==> config.mk <==
export PLATFORM = sky130hd
export DESIGN_NAME = icu_capture_unit
export DESIGN_NICKNAME = d
export VERILOG_FILES = /design/src/shared/icu_pkg.sv /design/src/rtl/icu_fifo.sv /design/src/rtl/icu_edge.sv /design/src/rtl/icu_capture_unit.sv
export SDC_FILE = /design/constraint.sdc
export NUM_CORES = 1
export LEC_CHECK = 0
export BUFFER_PORTS_ARGS = -buffer_cell sky130_fd_sc_hd__buf_2
export CAP_MARGIN = 0
export CORE_AREA = 2 2 134 136
export CTS_CLUSTER_DIAMETER = 120
export CTS_CLUSTER_SIZE = 12
export DETAILED_ROUTE_END_ITERATION = 16
export DIE_AREA = 0 0 136 138
export GPL_ROUTABILITY_DRIVEN = 0
export PLACE_DENSITY = 0.77
export SLEW_MARGIN = 10
export SYNTH_ARGS = -nofsm -noshare
export SYNTH_HDL_FRONTEND = slang
export SYNTH_SLANG_ARGS = --single-unit
==> constraint.sdc <==
create_clock -name i_ref_clk -period 5.8 [get_ports i_ref_clk]
set_input_delay 1.16 -clock i_ref_clk [delete_from_list [all_inputs] [get_ports i_ref_clk]]
set_output_delay 1.16 -clock i_ref_clk [all_outputs]
set_load 0.02 [all_outputs]
==> src/shared/icu_pkg.sv <==
// Purpose: Shared constants and types of the input capture unit.
// Assumes: 32-bit APB, one word per register.
// Notes: Register offsets are byte addresses.
package icu_pkg;
    // Register byte offsets.
    localparam logic [7:0] ICU_OFS_CON1 = 8'h00;
    localparam logic [7:0] ICU_OFS_CON2 = 8'h04;
    localparam logic [7:0] ICU_OFS_BUF = 8'h08;
    localparam logic [7:0] ICU_OFS_TMR = 8'h0C;
    // Field positions of the first control register.
    localparam int ICU_SIDL_BIT = 13;
    localparam int ICU_TSEL_LSB = 10;
    localparam int ICU_EPI_LSB = 5;
    localparam int ICU_OVF_BIT = 4;
    localparam int ICU_BNE_BIT = 3;
    localparam int ICU_MODE_LSB = 0;
    // Field positions of the second control register.
    localparam int ICU_CASC_BIT = 8;
    localparam int ICU_TRIGOP_BIT = 7;
    localparam int ICU_TSTAT_BIT = 6;
    localparam int ICU_SSEL_LSB = 0;
    // Reset values and software-writable bit masks.
    localparam logic [15:0] ICU_CON1_RST = 16'h0000;
    localparam logic [15:0] ICU_CON2_RST = 16'h000D;
    localparam logic [15:0] ICU_CON1_WMASK = 16'h3C67;
    localparam logic [15:0] ICU_CON2_WMASK = 16'h019F;
    // Capture mode codes.
    typedef enum logic [2:0] {
        MODE_OFF = 3'h0, MODE_EDGE = 3'h1, MODE_RISE = 3'h2, MODE_FALL = 3'h3,
        MODE_PRE4 = 3'h4, MODE_PRE16 = 3'h5, MODE_UNUSED = 3'h6, MODE_INTPIN = 3'h7
    } icu_mode_t;
    // Time base codes; 3'h5 and 3'h6 are reserved.
    localparam logic [2:0] TB_TMR3 = 3'h0;
    localparam logic [2:0] TB_TMR2 = 3'h1;
    localparam logic [2:0] TB_TMR4 = 3'h2;
    localparam logic [2:0] TB_TMR5 = 3'h3;
    localparam logic [2:0] TB_TMR1 = 3'h4;
    localparam logic [2:0] TB_PCLK = 3'h7;
    // Timer state: held at zero or running.
    typedef enum logic {TRG_HELD = 1'b0, TRG_RUN = 1'b1} icu_trig_t;
    // APB request and answer carriers.
    typedef struct packed {
        logic psel;
        logic penable;
        logic pwrite;
        logic [7:0] paddr;
        logic [31:0] pwdata;
    } icu_apb_req_t;
    typedef struct packed {
        logic [31:0] prdata;
        logic pready;
        logic pslverr;
    } icu_apb_rsp_t;
endpackage : icu_pkg

==> src/rtl/icu_fifo.sv <==
// Purpose: Capture buffer holding timestamps oldest first.
// Assumes: Push is never asked while full.
// Notes: Flush empties the buffer in one cycle.
module icu_fifo #(
    parameter int W = 32,
    parameter int D = 4
) (
    input wire logic i_ref_clk,
    input wire logic i_resetn,
    input wire logic i_flush,
    input wire logic i_push,
    input wire logic [W-1:0] i_data,
    input wire logic i_pop,
    output logic [W-1:0] o_head,
    output logic o_full,
    output logic o_empty
);
    localparam int AW = $clog2(D);
    // Storage words and pointers with a wrap bit.
    logic [W-1:0] mem_ff [D];
    logic [AW:0] wp_ff, nxt_wp, rp_ff, nxt_rp;

    // Full when pointers differ in the wrap bit only.
    assign o_empty = (wp_ff == rp_ff);
    assign o_full = (wp_ff[AW] != rp_ff[AW]) && (wp_ff[AW-1:0] == rp_ff[AW-1:0]);
    assign o_head = mem_ff[rp_ff[AW-1:0]];

    // Pointer next values.
    always_comb begin
        nxt_wp = wp_ff;
        nxt_rp = rp_ff;
        if (i_flush) begin
            nxt_rp = wp_ff;
        end else begin
            if (i_push && !o_full) begin
                nxt_wp = wp_ff + {{AW{1'b0}}, 1'b1};
            end
            if (i_pop && !o_empty) begin
                nxt_rp = rp_ff + {{AW{1'b0}}, 1'b1};
            end
        end
    end

    // Pointer registers.
    always_ff @(posedge i_ref_clk or negedge i_resetn) begin
        if (!i_resetn) begin
            wp_ff <= '0;
            rp_ff <= '0;
        end else begin
            wp_ff <= nxt_wp;
            rp_ff <= nxt_rp;
        end
    end

    // Storage write; contents need no reset.
    always_ff @(posedge i_ref_clk) begin
        if (i_push && !o_full && !i_flush) begin
            mem_ff[wp_ff[AW-1:0]] <= i_data;
        end
    end
endmodule : icu_fifo

==> src/rtl/icu_edge.sv <==
// Purpose: Edge detection and prescaling of the capture pin.
// Assumes: Pin is synchronous to the clock.
// Notes: Prescaler restarts whenever the unit is disabled.
module icu_edge
    import icu_pkg::*;
(
    input wire logic i_ref_clk,
    input wire logic i_resetn,
    input wire logic i_enable,
    input wire logic i_pin,
    input wire icu_mode_t i_mode,
    output logic o_capture,
    output logic o_rise
);
    // Previous pin level and rising edge prescaler.
    logic pin_ff, nxt_pin;
    logic [3:0] pre_ff, nxt_pre;
    logic fall;
    logic [3:0] lim;

    assign o_rise = i_pin && !pin_ff;
    assign fall = !i_pin && pin_ff;
    assign lim = (i_mode == MODE_PRE16) ? 4'hF : 4'h3;

    // Capture decision and prescaler next value.
    always_comb begin
        nxt_pin = i_pin;
        nxt_pre = pre_ff;
        o_capture = 1'b0;
        if (!i_enable) begin
            nxt_pre = 4'h0;
        end else begin
            case (i_mode)
                MODE_EDGE: o_capture = o_rise || fall;
                MODE_RISE: o_capture = o_rise;
                MODE_FALL: o_capture = fall;
                MODE_PRE4, MODE_PRE16: begin
                    // Every fourth or sixteenth rise is taken.
                    if (o_rise) begin
                        o_capture = (pre_ff >= lim);
                        nxt_pre = (pre_ff >= lim) ? 4'h0 : pre_ff + 4'h1;
                    end
                end
                default: o_capture = 1'b0;
            endcase
        end
    end

    // State registers.
    always_ff @(posedge i_ref_clk or negedge i_resetn) begin
        if (!i_resetn) begin
            pin_ff <= 1'b0;
            pre_ff <= 4'h0;
        end else begin
            pin_ff <= nxt_pin;
            pre_ff <= nxt_pre;
        end
    end
endmodule : icu_edge

==> src/rtl/icu_capture_unit.sv <==
// Purpose: Input capture unit with APB registers and capture buffer.
// Assumes: All inputs are synchronous to i_ref_clk.
// Notes: Zero wait APB; read data is prepared in the setup cycle.

module icu_capture_unit
    import icu_pkg::*;
#(
    parameter int DEPTH = 4
) (
    input wire logic i_ref_clk,
    input wire logic i_resetn,
    input wire icu_apb_req_t i_apb,
    output icu_apb_rsp_t o_apb,
    input wire logic i_cap_pin,
    input wire logic i_cpu_idle,
    input wire logic [4:0] i_tb_tick,
    input wire logic [31:0] i_sync_src,
    input wire logic [15:0] i_partner_timer,
    input wire logic i_partner_cascade,
    output logic [15:0] o_timer,
    output logic o_cascade,
    output logic o_capture_irq
);
    // Registered state.
    logic [15:0] con1_ff, nxt_con1; // Writable bits of control one.
    logic [15:0] con2_ff, nxt_con2; // Writable bits of control two.
    icu_trig_t trig_ff, nxt_trig; // Trigger status.
    logic [15:0] tmr_ff, nxt_tmr; // Unit timer.
    logic [1:0] evt_ff, nxt_evt; // Captures since last interrupt.
    logic ovf_ff, nxt_ovf; // Overflow flag.
    logic irq_ff, nxt_irq; // Interrupt request pulse.
    logic [31:0] rdata_ff, nxt_rdata; // Read data for the access phase.
    logic err_ff, nxt_err; // Unmapped address seen in setup.
    logic popok_ff, nxt_popok; // Setup read took a real buffer word.
    logic pin_q_ff; // Pin one cycle late, for checking only.

    // Decoded fields.
    icu_mode_t mode;
    logic [2:0] tb_sel;
    logic [1:0] epi;
    logic sidl, casc, trig_op, src, tick, halt, cap_mode;
    logic [4:0] ssel;
    // Capture path.
    logic cap, rise, push, pop, full, empty, casc_on;
    logic [31:0] cap_val, head;
    // Bus decode.
    logic setup, access, wr_en;

    // Pick the tick enable of the selected time base.
    function automatic logic tb_tick(input logic [2:0] sel, input logic [4:0] t);
        logic r;
        r = 1'b0;
        case (sel)
            TB_PCLK: r = 1'b1;
            TB_TMR1: r = t[0];
            TB_TMR2: r = t[1];
            TB_TMR3: r = t[2];
            TB_TMR4: r = t[3];
            TB_TMR5: r = t[4];
            default: r = 1'b0;
        endcase
        return r;
    endfunction : tb_tick

    // Word address match with alignment check.
    function automatic logic hit(input logic [7:0] a, input logic [7:0] ofs);
        return a == ofs;
    endfunction : hit

    // Field decode from the control registers.
    assign mode = icu_mode_t'(con1_ff[ICU_MODE_LSB +: 3]);
    assign tb_sel = con1_ff[ICU_TSEL_LSB +: 3];
    assign epi = con1_ff[ICU_EPI_LSB +: 2];
    assign sidl = con1_ff[ICU_SIDL_BIT];
    assign casc = con2_ff[ICU_CASC_BIT];
    assign trig_op = con2_ff[ICU_TRIGOP_BIT];
    assign ssel = con2_ff[ICU_SSEL_LSB +: 5];

    // Source selection; the unit's own index must not be chosen.
    assign src = i_sync_src[ssel];
    assign tick = tb_tick(tb_sel, i_tb_tick);
    // Halt in idle when stop-in-idle is set.
    assign halt = sidl && i_cpu_idle;
    // Capture modes exclude off, unused and wake-only codes.
    assign cap_mode = !(mode inside {MODE_OFF, MODE_UNUSED, MODE_INTPIN});

    // Cascade needs both neighbours set; upper half from the odd partner.
    assign casc_on = casc && i_partner_cascade;
    assign cap_val = casc_on ? {i_partner_timer, tmr_ff} : {16'h0000, tmr_ff};

    // Bus phases.
    assign setup = i_apb.psel && !i_apb.penable;
    assign access = i_apb.psel && i_apb.penable;
    assign wr_en = access && i_apb.pwrite && !err_ff;
    assign pop = access && !i_apb.pwrite && popok_ff;
    assign push = cap && !full;

    // Edge detection and prescaler.
    icu_edge u_edge (
        .i_ref_clk(i_ref_clk),
        .i_resetn(i_resetn),
        .i_enable(cap_mode && !halt),
        .i_pin(i_cap_pin),
        .i_mode(mode),
        .o_capture(cap),
        .o_rise(rise)
    );

    // Capture buffer, flushed while the mode is off, unused or wake-only.
    icu_fifo #(
        .W(32),
        .D(DEPTH)
    ) u_fifo (
        .i_ref_clk(i_ref_clk),
        .i_resetn(i_resetn),
        .i_flush(!cap_mode),
        .i_push(push),
        .i_data(cap_val),
        .i_pop(pop),
        .o_head(head),
        .o_full(full),
        .o_empty(empty)
    );

    // Register file, bus answer and read data next values.
    always_comb begin
        nxt_con1 = con1_ff;
        nxt_con2 = con2_ff;
        nxt_rdata = rdata_ff;
        nxt_err = err_ff;
        nxt_popok = 1'b0;
        if (setup) begin
            // Read data is taken in the setup cycle.
            nxt_err = 1'b0;
            nxt_rdata = 32'h0000_0000;
            if (hit(i_apb.paddr, ICU_OFS_CON1)) begin
                nxt_rdata[15:0] = con1_ff;
                nxt_rdata[ICU_OVF_BIT] = ovf_ff;
                nxt_rdata[ICU_BNE_BIT] = !empty;
            end else if (hit(i_apb.paddr, ICU_OFS_CON2)) begin
                nxt_rdata[15:0] = con2_ff;
                nxt_rdata[ICU_TSTAT_BIT] = (trig_ff == TRG_RUN);
            end else if (hit(i_apb.paddr, ICU_OFS_BUF)) begin
                nxt_rdata = empty ? 32'h0000_0000 : head;
                nxt_popok = !i_apb.pwrite && !empty;
            end else if (hit(i_apb.paddr, ICU_OFS_TMR)) begin
                nxt_rdata[15:0] = tmr_ff;
            end else begin
                nxt_err = 1'b1;
            end
        end
        if (wr_en) begin
            if (hit(i_apb.paddr, ICU_OFS_CON1)) begin
                nxt_con1 = i_apb.pwdata[15:0] & ICU_CON1_WMASK;
            end else if (hit(i_apb.paddr, ICU_OFS_CON2)) begin
                nxt_con2 = i_apb.pwdata[15:0] & ICU_CON2_WMASK;
            end
        end
    end

    // Control register and bus answer flops.
    always_ff @(posedge i_ref_clk or negedge i_resetn) begin
        if (!i_resetn) begin
            con1_ff <= ICU_CON1_RST;
            con2_ff <= ICU_CON2_RST & ICU_CON2_WMASK;
            rdata_ff <= 32'h0000_0000;
            err_ff <= 1'b0;
            popok_ff <= 1'b0;
        end else begin
            con1_ff <= nxt_con1;
            con2_ff <= nxt_con2;
            rdata_ff <= nxt_rdata;
            err_ff <= nxt_err;
            popok_ff <= nxt_popok;
        end
    end

    // Timer, trigger, grouping, overflow and interrupt next values.
    always_comb begin
        nxt_trig = trig_ff;
        nxt_tmr = tmr_ff;
        nxt_evt = evt_ff;
        nxt_ovf = ovf_ff;
        nxt_irq = 1'b0;
        // Software may set or clear the trigger status.
        if (wr_en && hit(i_apb.paddr, ICU_OFS_CON2)) begin
            nxt_trig = i_apb.pwdata[ICU_TSTAT_BIT] ? TRG_RUN : TRG_HELD;
        end
        // The selected source sets it; this wins over a clear.
        if (trig_op && src && cap_mode) begin
            nxt_trig = TRG_RUN;
        end
        // Timer: cleared when off or untriggered, held when halted, cleared on sync, else counts on tick.
        if (!cap_mode || (trig_op && trig_ff == TRG_HELD)) begin
            nxt_tmr = 16'h0000;
        end else if (halt) begin
            nxt_tmr = tmr_ff;
        end else if (!trig_op && src) begin
            nxt_tmr = 16'h0000;
        end else if (tick) begin
            nxt_tmr = tmr_ff + 16'h0001;
        end
        // Interrupt grouping.
        case (mode)
            MODE_INTPIN: nxt_irq = rise;
            MODE_EDGE: nxt_irq = cap;
            default: begin
                if (cap) begin
                    nxt_irq = (evt_ff == epi);
                    nxt_evt = (evt_ff == epi) ? 2'h0 : evt_ff + 2'h1;
                end
            end
        endcase
        if (!cap_mode || mode == MODE_EDGE) begin
            nxt_evt = 2'h0;
        end
        // Overflow: set on a capture into a full buffer, cleared once drained.
        if (cap && full) begin
            nxt_ovf = 1'b1;
        end else if (!cap_mode || empty) begin
            nxt_ovf = 1'b0;
        end
    end

    // State flops.
    always_ff @(posedge i_ref_clk or negedge i_resetn) begin
        if (!i_resetn) begin
            trig_ff <= TRG_HELD;
            tmr_ff <= 16'h0000;
            evt_ff <= 2'h0;
            ovf_ff <= 1'b0;
            irq_ff <= 1'b0;
            pin_q_ff <= 1'b0;
        end else begin
            trig_ff <= nxt_trig;
            tmr_ff <= nxt_tmr;
            evt_ff <= nxt_evt;
            ovf_ff <= nxt_ovf;
            irq_ff <= nxt_irq;
            pin_q_ff <= i_cap_pin;
        end
    end

    // Outputs.
    assign o_apb.prdata = rdata_ff;
    assign o_apb.pready = 1'b1;
    assign o_apb.pslverr = err_ff;
    assign o_timer = tmr_ff;
    assign o_cascade = casc;
    assign o_capture_irq = irq_ff;
endmodule : icu_capture_unit

==> metrics.md <==
| Metric | Value |
|---|---|
| Outcome | finished clean |
| Area Growth Syn to Fin | 14.1% |
| Sum of buffers and inverters on the critical path | 2 |
| Delay-heaviest family, CP | simple AND/OR/NAND/NOR gates |
| First-pass GRT wire length | ~33 mm |
| Filler cells | between 1000 and 1500 |
| Post-synth top cells | edfxtp_1 (128), dfrtp_1 (79), nand2_1 (77), mux4_2 (32), a21oi_1 (26) |
| Total track usage | 0.225 |
| Post-Syn Instances | 680 |
| Critical Path AT | roughly 3.6 ns |
| Startpoint Class | primary input |
| IO Port Bufs | ~130 |
| Setup Skew | roughly 0.014 ns |
| H-tree depth | 1 |
| Slew Viols, Final | 0 |
| Fmax achieved | 314 MHz |
| CP peak stage delay | around 0.53 ns |
| Synth unique cells | 53 |
| Max-cap violations | 0 |
| Post-synthesis simple-gate area fraction | 0.109 |
| Rows | 49 |
| Largest family of logic cells by synthesized area | multiplexers |
| Vias/cell | between 5 and 6 |
| Async set-or-reset flop fraction in the synthesized netlist | 0.390 |
| Starting density of the core | 0.537 |
| Number of synthesized register bits | 210 |
| DRC violations left | 0 |
| Die height | 138 µm |
| CTS tree | built |
| Max VDD drop | 0.000216 V |
| Max clock buf depth | 3 |
| CP cell instances | buf_2, or4_1, nor3_2, buf_4, nor3b_2, nand2b_1, mux2_1 |
| RSZ-0062 raised after global routing | no |
| Critical-path top delay cell | or4_1 |
| Maximum fanout along the worst path | 11 |
| Dpl hpwl | around 13 mm |
| Post-CTS Resized | 0 |
| Hold-fix buffers at CTS | 0 |
| Hold crit path type | reg2reg |
| Cell area after layout | about 0.011 mm² |
| Sinks on Clock Net | 210 |
| Synthesized area | 0.00942 mm² |
| Initial antenna violation count | 1 |
| TritonCTS buffer count | 21 |
| Crit path time final | ~3.2 ns |
| Final hold viol count | 0 |
| Synth top area share | 0.408 |
| Mux contribution to synthesized area | 0.131 |
| Wirelength per Cell | 20.0 µm |
| Remaining antenna violation count | 0 |
| Top post-synthesis cells by area | edfxtp_1 (41%), dfrtp_1 (21%), mux4_2 (7.7%) |
| Register area share after synthesis | 0.626 |
| Vias in the first global route | roughly 6300 |
| Die area | 0.0188 mm² |
| Count leader, synth | edfxtp_1 |
| Synth Area in Adders | 0.0146 |
| Xor/xnor share of the synthesized area | 0.0232 |
| Leakage | about 4.5 nW |
| Drt total wl | roughly 21 mm |
| Routed vias | just over 6000 |
| Clk slew on worst S/H paths | ~0.060 ns |
| Largest net degree at the start of global routing | between 50 and 60 |
| Tcrit/Tclk final | 0.549 |
| Required @ worst endpoint | a little over 6 ns |
| Synthesis Warnings | 0 |
| Setup TNS | 0 ns |
| Core Area | between 0.015 and 0.02 mm² |
| Compound-gate portion of the synthesized area | 0.0595 |
| Worst-Margin Slew | roughly 1.2 ns |
| Post-synth top flop | edfxtp_1 |
| First drt pass iteration count | 5 |
| Nets@finish | roughly 900 |
| Synthesized Nets | approximately 790 |
| Post-synth EDFFs | 128 |
| Clk_lat worst skew | slightly below 0.5 ns |
| Yosys top cell by area | edfxtp_1 |
| Final setup viols | 0 |
| Setup repair bufs after CTS | 0 |
| Placed Area | 0.0101 mm² |
| FF/Latch Area | around 0.006 mm² |
| Die W | ~140 µm |
| Clk root buf | clkbuf_16 |
| Overflow after GRT | 0 |
| Power Dens Cells | 267 mW/mm² |
| DR iter-0 viols | roughly 640 |
| Area of the multi-input gates | 0.00319 mm² |
| Critical path type | in2reg |
| Num ports | about 150 |
| CP Capture Type | flop |
| Share of cells above drive strength 1 | 0.277 |
| Synth Area per Inst | 13.8 µm² |
| Relative slew slack | 0.169 |
## logic make-up (layout without fill, tap and decap cells)
group	count (synthesis)	in the layout
flip-flops	210	210
AND/OR/NAND/NOR	198	198
other	1	2
multiplexers	78	78
AO/OA/AOI/OAI	94	94
XOR/XNOR	25	25
adder cells (fa/ha/maj)	11	11
buffers and inverters	63	188
## state kept, by name (all words and copies together), names as in the netlist, 2 cells and up
signal and cells:
u_fifo.mem_ff 128, u_fifo.rp_ff 3, rdata_ff 32, con2_ff 7, o_timer 16, evt_ff 2
u_edge.pre_ff 4, con1_ff 9, u_fifo.wp_ff 3
## worst min-delay path: stages (launching register included)
cell and delay, ns:
dfrtp_1 0.33, nand2_1 0.05, o21ai_1 0.06
## layer usage
metal  GRT usage  routed length, µm  vias to the layer above
met2       0.374              10500                      197
met3      0.0359               1230                       51
met5           0                  0                        -
met4      0.0718                544                        0
met1       0.305               8410                     3065
li1            -                  -                     2744
## cell usage in the layout (no fill, tap or decap), drive strengths merged, types with 2 or more instances in the layout
cell	count
mux2	23
nor2	17
nor3b	14
buf	142
inv	10
nand2b	5
and2	6
dfstp	3
xor2	20
clkbuf	35
nand2	78
or3	2
nand4	8
dfrtp	79
xnor2	5
a2bb2oi	5
nand3	8
mux2i	23
a21o	2
a22o	5
a22oi	10
nor3	23
ha	11
nor2b	5
nand4b	4
edfxtp	128
mux4	32
o21ai	39
a21oi	27
and3	21
nand3b	2
## report_power, final
group          total [mW]  leakage (nW)  internal, mW  switching [mW]
registers            1.58          2.37          1.58         0.00369
logic              0.0906          1.81        0.0355          0.0551
clock network        1.20         0.284         0.679           0.522
total                2.87          4.46          2.29           0.581
## worst paths after layout
path                       depth (start not counted)  slack, ns              end            start
min in group asynchronous                          1       0.61    u_edge.pin_ff         i_resetn
min reg2reg                                        2       0.48     rdata_ff[20]     rdata_ff[20]
max                                                7       2.61       con1_ff[5]        i_apb[37]
max reg2reg                                        7       2.67      rdata_ff[4]  u_fifo.rp_ff[0]
min                                                2       0.48     rdata_ff[20]     rdata_ff[20]
max in group asynchronous                          2       4.12  u_fifo.rp_ff[0]         i_resetn
## area by class of cell
class | instances | area share
clock buffer | 35 | 0.0538
multi-input combinational | 407 | 0.297
antenna | 1 | 0.000233
timing repair buffer | 142 | 0.0687
inverter | 9 | 0.00314
sequential | 210 | 0.549
tap | 229 | 0.0267
clock inverter | 2 | 0.00163
## per-stage QoR
| step | hold slack (ns) | util | worst slack (ns) | std cells | power [mW] |
|---|---|---|---|---|---|
| floorplan | 0.464 | - | 2.38 | 680 | 1.65 |
| global placement | 0.464 | 0.579 | 2.20 | 997 | 1.70 |
| detailed placement | 0.469 | 0.579 | 2.14 | 997 | 1.70 |
| CTS | 0.482 | 0.613 | 2.58 | 1034 | 2.90 |
| global route | 0.521 | 0.613 | 2.37 | 1035 | 2.96 |
| finish | 0.478 | 0.613 | 2.61 | 1035 | 2.87 |
(Power assumes the default switching activity.)
